<file path="config.mk">
export PLATFORM = sky130hd
export DESIGN_NAME = vpdc_device_flat
export DESIGN_NICKNAME = d
export VERILOG_FILES = /design/src/core/vpdc_pkg.sv /design/src/core/vpdc_if.sv /design/src/core/vpdc_device.sv /design/src/flat_wrapper.sv
export SDC_FILE = /design/constraint.sdc
export NUM_CORES = 1
export LEC_CHECK = 0
export BUFFER_PORTS_ARGS = -buffer_cell sky130_fd_sc_hd__buf_2
export CAP_MARGIN = 20
export CORE_UTILIZATION = 45
export CTS_CLUSTER_DIAMETER = 150
export DETAILED_ROUTE_END_ITERATION = 8
export PLACE_DENSITY = 0.7
export SYNTH_ARGS = -nofsm -noshare
export SYNTH_HDL_FRONTEND = slang
export SYNTH_SLANG_ARGS = --single-unit
</file>
<file path="constraint.sdc">
create_clock -name ref_clk_in -period 2.4 [get_ports ref_clk_in]
set_input_delay 0.48 -clock ref_clk_in [delete_from_list [all_inputs] [get_ports ref_clk_in]]
set_output_delay 0.48 -clock ref_clk_in [all_outputs]
set_load 0.02 [all_outputs]
</file>
<file path="src/core/vpdc_pkg.sv">
`default_nettype none
package vpdc_pkg;
  // power_mode_select_reg fields
  localparam int unsigned SLEEP_SEL_BIT = 7;
  localparam int unsigned INT_DIV_BIT = 6;
  localparam int unsigned BUS_ISO_BIT = 5;
  // refresh_interval_reg fields
  localparam int unsigned GEN_SEL_BIT = 7;
  localparam int unsigned INTERVAL_MSB = 6;
  // refresh_per_line_reg encodings
  localparam logic [1:0] RPL_ONE = 2'h1;
  localparam logic [1:0] RPL_TWO = 2'h3;
  localparam logic [7:0] MODE_SEL_RST = 8'h00;
  localparam logic [7:0] INTERVAL_RST = 8'h00;
  localparam logic [1:0] RPL_RST = 2'h1;
  // clock divide while slowed, and character time in power-down clocks
  localparam int unsigned DIV_FACTOR = 8;
  localparam logic [2:0] DIV_LAST = 3'h7;
  localparam logic [2:0] CHAR_LAST = 3'h7;
  localparam logic [7:0] INTERVAL_BIAS = 8'h05;
  localparam logic [7:0] CBR_RST = 8'h00;
  // command port offsets (word addresses)
  localparam logic [1:0] ADDR_MODE = 2'h0;
  localparam logic [1:0] ADDR_INTERVAL = 2'h1;
  localparam logic [1:0] ADDR_RPL = 2'h2;
  localparam logic [1:0] ADDR_STATUS = 2'h3;
  localparam logic [31:0] UNMAPPED_READ = 32'h0;

  typedef enum logic [2:0] {
    VPDC_NORMAL = 3'b000,
    VPDC_IDLE = 3'b001,
    VPDC_GEN_EXT = 3'b011,
    VPDC_GEN_INT = 3'b010,
    VPDC_SLEEP = 3'b110,
    VPDC_ISOLATE = 3'b100
  } vpdc_state_e;
endpackage
`default_nettype wire

</file>
<file path="src/core/vpdc_if.sv">
`default_nettype none
interface vpdc_if;
  logic power_down_request_n;
  logic [7:0] power_mode_select_reg;
  logic [7:0] refresh_interval_reg;
  logic [1:0] refresh_per_line_reg;

  modport device (
    input power_down_request_n,
    input power_mode_select_reg,
    input refresh_interval_reg,
    input refresh_per_line_reg
  );
  modport manager (
    output power_down_request_n,
    output power_mode_select_reg,
    output refresh_interval_reg,
    output refresh_per_line_reg
  );
endinterface
`default_nettype wire

</file>
<file path="src/core/vpdc_device.sv">
`default_nettype none
module vpdc_device (
  input wire logic ref_clk_in,
  input wire logic srst_in,
  vpdc_if.device link,
  input wire logic cbr_refresh_trigger_in,
  input wire logic crt_mode_in,
  output logic video_clk_en_out,
  output logic mem_clk_en_out,
  output logic dac_on_out,
  output logic panel_on_out,
  output logic display_on_out,
  output logic fetch_en_out,
  output logic arbitration_en_out,
  output logic cbr_refresh_cycle_out,
  output logic use_interval_timing_out,
  output logic host_io_allow_out,
  output logic host_mem_allow_out,
  output logic host_oe_allow_out,
  output logic [2:0] mode_out
);
  // ==========================================
  // synchroniser
  logic req_meta_r;
  logic req_sync_r;
  always_ff @(posedge ref_clk_in) begin
    if (srst_in) begin
      req_meta_r <= 1'b1;
      req_sync_r <= 1'b1;
    end else begin
      req_meta_r <= link.power_down_request_n;
      req_sync_r <= req_meta_r;
    end
  end

  // ==========================================
  // state decoding shared by the timers and the outputs
  function automatic logic is_slowed(input vpdc_pkg::vpdc_state_e s);
    return (s == vpdc_pkg::VPDC_IDLE) || (s == vpdc_pkg::VPDC_GEN_INT);
  endfunction

  function automatic logic is_general(input vpdc_pkg::vpdc_state_e s);
    return (s == vpdc_pkg::VPDC_GEN_EXT) || (s == vpdc_pkg::VPDC_GEN_INT);
  endfunction

  // sleep and isolation both cut the host off
  function automatic logic host_cut_off(input vpdc_pkg::vpdc_state_e s);
    return (s == vpdc_pkg::VPDC_ISOLATE) || (s == vpdc_pkg::VPDC_SLEEP);
  endfunction

  // idle and sleep refresh off the external trigger, with no arbitration
  function automatic logic trigger_refresh(input vpdc_pkg::vpdc_state_e s);
    return (s == vpdc_pkg::VPDC_IDLE) || (s == vpdc_pkg::VPDC_SLEEP);
  endfunction

  // one pulse in eight while the internal clocks are slowed
  function automatic logic div_pulse(input logic [2:0] cnt);
    return cnt == vpdc_pkg::DIV_LAST;
  endfunction

  // ==========================================
  // mode selection
  vpdc_pkg::vpdc_state_e state_r, state_nxt;
  logic [7:0] psel;
  logic [7:0] ival;
  assign psel = link.power_mode_select_reg;
  assign ival = link.refresh_interval_reg;

  always_comb begin
    state_nxt = vpdc_pkg::VPDC_NORMAL;
    if (!req_sync_r) begin
      if (psel[vpdc_pkg::BUS_ISO_BIT]) begin
        state_nxt = vpdc_pkg::VPDC_ISOLATE;
      end else if (psel[vpdc_pkg::SLEEP_SEL_BIT]) begin
        state_nxt = vpdc_pkg::VPDC_SLEEP;
      end else if (!ival[vpdc_pkg::GEN_SEL_BIT]) begin
        state_nxt = vpdc_pkg::VPDC_IDLE;
      end else if (psel[vpdc_pkg::INT_DIV_BIT]) begin
        state_nxt = vpdc_pkg::VPDC_GEN_INT;
      end else begin
        state_nxt = vpdc_pkg::VPDC_GEN_EXT;
      end
    end
  end

  // mode latches while the request stays low; selection bits changing mid-mode are ignored
  always_ff @(posedge ref_clk_in) begin
    if (srst_in) begin
      state_r <= vpdc_pkg::VPDC_NORMAL;
    end else if (req_sync_r || state_r == vpdc_pkg::VPDC_NORMAL) begin
      state_r <= state_nxt;
    end
  end

  // ==========================================
  // divide-by-eight enable
  logic [2:0] div_cnt_r;
  logic slow;
  assign slow = is_slowed(state_r);
  always_ff @(posedge ref_clk_in) begin
    if (srst_in || !slow) begin
      div_cnt_r <= 3'h0;
    end else begin
      div_cnt_r <= div_cnt_r + 3'h1;
    end
  end

  // ==========================================
  // interval refresh timer for the general modes
  logic gen;
  logic [2:0] char_cnt_r;
  logic [7:0] ref_cnt_r;
  logic [7:0] ref_target;
  logic ref_tick;
  assign gen = is_general(state_r);
  // interval field holds count minus five; add it back to get characters between refreshes
  assign ref_target = {1'b0, ival[vpdc_pkg::INTERVAL_MSB:0]} + vpdc_pkg::INTERVAL_BIAS;
  // in internal mode one power-down clock is eight input clocks
  logic pd_clk_en;
  assign pd_clk_en = (state_r == vpdc_pkg::VPDC_GEN_EXT) || div_pulse(div_cnt_r);
  assign ref_tick = gen && pd_clk_en && (char_cnt_r == vpdc_pkg::CHAR_LAST) &&
                    (ref_cnt_r >= ref_target - 8'h01);
  always_ff @(posedge ref_clk_in) begin
    if (srst_in || !gen) begin
      char_cnt_r <= 3'h0;
    end else if (pd_clk_en) begin
      char_cnt_r <= char_cnt_r + 3'h1;
    end
  end
  always_ff @(posedge ref_clk_in) begin
    if (srst_in || !gen || ref_tick) begin
      ref_cnt_r <= vpdc_pkg::CBR_RST;
    end else if (pd_clk_en && char_cnt_r == vpdc_pkg::CHAR_LAST) begin
      ref_cnt_r <= ref_cnt_r + 8'h01;
    end
  end

  // ==========================================
  // registered outputs, one block per concern
  logic idle;
  logic low_power;
  assign idle = state_r == vpdc_pkg::VPDC_IDLE;
  assign low_power = state_r != vpdc_pkg::VPDC_NORMAL;
  always_ff @(posedge ref_clk_in) begin
    if (srst_in) begin
      video_clk_en_out <= 1'b1;
      mem_clk_en_out <= 1'b1;
    end else begin
      video_clk_en_out <= !slow || div_pulse(div_cnt_r);
      mem_clk_en_out <= !slow || div_pulse(div_cnt_r);
    end
  end

  always_ff @(posedge ref_clk_in) begin
    if (srst_in) begin
      dac_on_out <= 1'b0;
      panel_on_out <= 1'b0;
      display_on_out <= 1'b1;
      fetch_en_out <= 1'b1;
    end else begin
      dac_on_out <= !low_power && crt_mode_in;
      panel_on_out <= !low_power && !crt_mode_in;
      display_on_out <= !low_power;
      fetch_en_out <= !low_power;
    end
  end

  // general modes refresh off the interval timer instead of the trigger
  always_ff @(posedge ref_clk_in) begin
    if (srst_in) begin
      cbr_refresh_cycle_out <= 1'b0;
      use_interval_timing_out <= 1'b0;
    end else begin
      cbr_refresh_cycle_out <= (trigger_refresh(state_r) && cbr_refresh_trigger_in) || ref_tick;
      use_interval_timing_out <= gen;
    end
  end

  always_ff @(posedge ref_clk_in) begin
    if (srst_in) begin
      arbitration_en_out <= 1'b1;
      host_io_allow_out <= 1'b1;
      host_mem_allow_out <= 1'b1;
      host_oe_allow_out <= 1'b1;
      mode_out <= vpdc_pkg::VPDC_NORMAL;
    end else begin
      arbitration_en_out <= !trigger_refresh(state_r);
      host_io_allow_out <= !host_cut_off(state_r);
      host_mem_allow_out <= !idle && !host_cut_off(state_r);
      host_oe_allow_out <= state_r != vpdc_pkg::VPDC_ISOLATE;
      mode_out <= state_r;
    end
  end
endmodule
`default_nettype wire

</file>
<file path="src/flat_wrapper.sv">
// flat-port wrapper written by rule: the top's interface ports become plain ports
module vpdc_device_flat 
  (ref_clk_in, srst_in, cbr_refresh_trigger_in, crt_mode_in, video_clk_en_out, mem_clk_en_out, dac_on_out, panel_on_out, display_on_out, fetch_en_out, arbitration_en_out, cbr_refresh_cycle_out, use_interval_timing_out, host_io_allow_out, host_mem_allow_out, host_oe_allow_out, mode_out, link_power_down_request_n, link_power_mode_select_reg, link_refresh_interval_reg, link_refresh_per_line_reg);
  vpdc_if link_i ();
  input wire logic ref_clk_in;
  input wire logic srst_in;
  input wire logic cbr_refresh_trigger_in;
  input wire logic crt_mode_in;
  output logic video_clk_en_out;
  output logic mem_clk_en_out;
  output logic dac_on_out;
  output logic panel_on_out;
  output logic display_on_out;
  output logic fetch_en_out;
  output logic arbitration_en_out;
  output logic cbr_refresh_cycle_out;
  output logic use_interval_timing_out;
  output logic host_io_allow_out;
  output logic host_mem_allow_out;
  output logic host_oe_allow_out;
  output logic [2:0] mode_out;
  input wire logic [$bits(link_i.power_down_request_n)-1:0] link_power_down_request_n;
  input wire logic [$bits(link_i.power_mode_select_reg)-1:0] link_power_mode_select_reg;
  input wire logic [$bits(link_i.refresh_interval_reg)-1:0] link_refresh_interval_reg;
  input wire logic [$bits(link_i.refresh_per_line_reg)-1:0] link_refresh_per_line_reg;
  assign link_i.power_down_request_n = link_power_down_request_n;
  assign link_i.power_mode_select_reg = link_power_mode_select_reg;
  assign link_i.refresh_interval_reg = link_refresh_interval_reg;
  assign link_i.refresh_per_line_reg = link_refresh_per_line_reg;
  vpdc_device u_core (.ref_clk_in(ref_clk_in), .srst_in(srst_in), .link(link_i), .cbr_refresh_trigger_in(cbr_refresh_trigger_in), .crt_mode_in(crt_mode_in), .video_clk_en_out(video_clk_en_out), .mem_clk_en_out(mem_clk_en_out), .dac_on_out(dac_on_out), .panel_on_out(panel_on_out), .display_on_out(display_on_out), .fetch_en_out(fetch_en_out), .arbitration_en_out(arbitration_en_out), .cbr_refresh_cycle_out(cbr_refresh_cycle_out), .use_interval_timing_out(use_interval_timing_out), .host_io_allow_out(host_io_allow_out), .host_mem_allow_out(host_mem_allow_out), .host_oe_allow_out(host_oe_allow_out), .mode_out(mode_out));
endmodule
</file>
==> results_tabular.tex <==
\begin{tabular}{lr}
\hline
Metric & Value \\
\hline
\multicolumn{2}{l}{\textbf{Detailed routing}} \\
Overall via count from detail\_route & 1133 \\
Met1 routed wirelength after detailed routing & 1140 µm \\
First DRT Iteration DRCs & 25 \\
Final wirelength & 2510 µm \\
Detailed-route wire length per cell & about 11 µm \\
Via density per instance & 4.90 \\
DRC viols & 0 \\
Top metal layer carrying routed signals & met4 \\
Count of antenna-violating nets left after detailed routing & 0 \\
Met2 layer wire length in the routed design & about 1200 µm \\
Drt first pass iters & 4 \\
Met3 WL post-DR & about 100 µm \\
\multicolumn{2}{l}{\textbf{Synthesis}} \\
Leading cell types by count after synthesis & sky130\_fd\_sc\_hd\_\_dfxtp\_1, sky130\_fd\_sc\_hd\_\_nor2\_1, sky130\_fd\_sc\_hd\_\_ha\_1, sky130\_fd\_sc\_hd\_\_nand2\_1, sky130\_fd\_sc\_hd\_\_nor3\_1 \\
Number of synthesized flops with an enable pin & 0 \\
Distinct cell type count after synthesis & 33 \\
Yosys top cell area share & between 40\% and 50\% \\
Biggest area consumer among synthesized cells & sky130\_fd\_sc\_hd\_\_dfxtp\_1 \\
Most common cell in the netlist & sky130\_fd\_sc\_hd\_\_dfxtp\_1 \\
Net count after synthesis & $\sim$190 \\
Number of synthesis warnings & 0 \\
Synthesized instance count & between 150 and 200 \\
Async S/R FF share, synth & 0\% \\
Most used flip-flop cell after synthesis & sky130\_fd\_sc\_hd\_\_dfxtp\_1 \\
Main area contributors after synthesis & sky130\_fd\_sc\_hd\_\_dfxtp\_1, sky130\_fd\_sc\_hd\_\_ha\_1, sky130\_fd\_sc\_hd\_\_nor2\_1 \\
Average cell area after synthesis & 9.45 µm² \\
Portion of the post-synthesis area used by sequential elements & between 40\% and 50\% \\
Seq cells post-synth & 32 \\
Cell area after technology mapping & around 0.0015 mm² \\
\multicolumn{2}{l}{\textbf{Timing}} \\
Number of setup violations in the final report & 0 \\
Final critical delay including setup and external delays & between 1500 and 2000 ps \\
Final Hold Fails & 0 \\
RSZ-0062 raised after global routing & false \\
Fmax & roughly 500 MHz \\
Transition time at the pin with the least slew margin & 447 ps \\
Final clock period utilization by the worst path & around 81\% \\
Aggregate negative setup slack & 0 ps \\
Headroom to the max-slew limit & just under 70\% \\
Post-Route Skew & about 13 ps \\
Final count of pins violating max slew & 0 \\
\multicolumn{2}{l}{\textbf{Clock tree}} \\
Clock sink total & 32 \\
Total number of H-tree levels & 2 \\
Cells resized by post-CTS repair & 0 \\
Clock buffer depth & 2 \\
Source-to-sink clock delay at the later pin of the worst-skew pair & 340 ps \\
Hold\_buf cts & 0 \\
Post-CTS Setup Repair Bufs & 0 \\
Total clock buffers created by CTS & 5 \\
Post-CTS clock slew at the launch and capture registers of the worst setup and hold paths & roughly 100 ps \\
Library cell used as clock root buffer & sky130\_fd\_sc\_hd\_\_clkbuf\_4 \\
Clock tree from TritonCTS & built \\
\multicolumn{2}{l}{\textbf{Setup path}} \\
Buf+Inv Stages, Crit Path & 1 \\
Worst-path maximum fanout & 8 \\
Largest delay contributor family on the critical path & simple AND/OR/NAND/NOR gates \\
Library cell contributing the largest single delay on the critical path & sky130\_fd\_sc\_hd\_\_or4b\_4 \\
Required time of the critical path & about 2600 ps \\
Capturing element type of the critical path & flip-flop \\
Setup CP Type & in -> reg \\
CP arrival & approximately 2200 ps \\
Max incr delay on CP & 550 ps \\
Startpoint type of the worst setup path & input pin \\
Cell chain of the critical path & buf\_2, ha\_1, nand3\_1, xor2\_1, ha\_1, nand3\_1, or4b\_4, nand3\_4, nor2\_1 \\
\multicolumn{2}{l}{\textbf{Worst hold path}} \\
Hold crit path type & in -> reg \\
\multicolumn{2}{l}{\textbf{Finish}} \\
Number of nets in the layout & 223 \\
Layout cell share with drive strength beyond 1 & about a quarter \\
Multi-input gate area in the final layout & approximately 770 µm² \\
Area Overhead vs Synth & 17.1\% \\
Flip-flop and latch area & between 600 and 700 µm² \\
Filler cell count & 293 \\
Number of antenna diodes & 0 \\
\multicolumn{2}{l}{\textbf{Floorplan}} \\
Count of boundary I/O pins & 38 \\
Core area & 0.00308 mm² \\
Die Width & between 50 and 60 µm \\
Count of standard-cell rows & 20 \\
Area of the die & 0.00349 mm² \\
Die height & approximately 59 µm \\
Effective utilization at floorplan & about 48\% \\
\multicolumn{2}{l}{\textbf{Global routing}} \\
Number of antenna violations at the first check in global routing & 0 \\
Global route total overflow & 0 \\
Number of global-route vias before repair & slightly above 1k \\
Wire length of the first global-routing pass & 4220 µm \\
Gr usage total & 16.7\% \\
Pin count of the biggest net entering global routing & 18 \\
\multicolumn{2}{l}{\textbf{Power}} \\
Highest ir drop seen on vdd & about 500 µV \\
Leakage & approximately 0.74 nW \\
Overall power of the completed layout & 1.01 mW \\
Areal power density over the cells & about 590 mW/mm² \\
\multicolumn{2}{l}{\textbf{Place}} \\
HPWL after DPL & around 2000 µm \\
Port Buffer Count & 30 \\
Routability congestion estimate from global placement & roughly 0.77 \\
\multicolumn{2}{l}{\textbf{Outcome}} \\
Status & finished, final reports clean \\
\multicolumn{2}{l}{\textbf{Flow run}} \\
Max-cap violation count & 0 \\
\hline
\end{tabular}
[report_power, final]
group | internal, mW | switching [mW]
Sequential | 0.538 | 0.00390
Combinational | 0.0296 | 0.0334
Clock | 0.217 | 0.185
Total | 0.784 | 0.223
[layout make-up]
type                            instances  area share (%)
Inverter                                5            1.09
Sequential cell                        32            37.3
Tap cell                               44            3.21
Multi-Input combinational cell        112            44.9
Timing Repair Buffer                   30            8.75
Clock inverter                          3            2.48
Clock buffer                            5            2.19
[worst paths after layout]
| check | from | cells past startpoint | end | slack, ps |
|---|---|---|---|---|
| max | link_refresh_interval_reg[2] | 9 | u_core.ref_cnt_r[5] | 450 |
| min | crt_mode_in | 2 | u_core.panel_on_out | 310 |
| max reg2reg | u_core.ref_cnt_r[0] | 7 | u_core.ref_cnt_r[1] | 460 |
| min reg2reg | u_core.req_meta_r | 1 | u_core.req_sync_r | 430 |
[registers in the layout (all words and copies together), names as in the netlist, 3 cells and up]
signal	flops
u_core.div_cnt_r	3
u_core.mode_out	3
u_core.char_cnt_r	3
u_core.ref_cnt_r	8
u_core.state_r	3
[placed cells by master (no fill, tap or decap), types with 2 or more instances in the layout]
cell / n
sky130_fd_sc_hd__dfxtp_1: 32
sky130_fd_sc_hd__buf_2: 30
sky130_fd_sc_hd__nor2_1: 19
sky130_fd_sc_hd__ha_1: 14
sky130_fd_sc_hd__nand2_1: 8
sky130_fd_sc_hd__nor3_1: 8
sky130_fd_sc_hd__xnor2_1: 7
sky130_fd_sc_hd__nand3_1: 6
sky130_fd_sc_hd__or2_2: 6
sky130_fd_sc_hd__inv_1: 5
sky130_fd_sc_hd__xor2_1: 5
sky130_fd_sc_hd__nand2b_1: 5
sky130_fd_sc_hd__clkbuf_4: 5
sky130_fd_sc_hd__a21oi_1: 4
sky130_fd_sc_hd__nand4_1: 4
sky130_fd_sc_hd__nor2b_1: 4
sky130_fd_sc_hd__nor4_1: 3
sky130_fd_sc_hd__and3_1: 2
sky130_fd_sc_hd__o21a_1: 2
sky130_fd_sc_hd__mux2i_1: 2
sky130_fd_sc_hd__and2_1: 2
[per-stage QoR]
stage                     util (%)  cell area (µm²)  setup slack (ps)  hold WS [ps]  std cells
after floorplan                  -             1470               346           389        155
after global placement        53.1             1640               126           398        223
after detailed placement      53.1             1640              85.8           401        223
after CTS                     55.7             1720               411           290        231
after global routing          55.7             1720               283           308        231
final                         55.7             1720               453           305        231
[cells by family after synthesis]
group	after synthesis	synth area share, %
adder cells (fa/ha/maj)	14	12.0
XOR/XNOR	12	7.17
multiplexers	2	1.37
AO/OA/AOI/OAI	12	5.38
AND/OR/NAND/NOR	72	26.7
buffers and inverters	11	3.67
flip-flops	32	43.7
[per-layer routing]
metal,GRT usage [%],vias to the layer above
met2,27.1,22
met5,0,-
met4,8.16,0
li1,-,589
met3,6.55,4
met1,19.2,518
(Power assumes the default switching activity.)
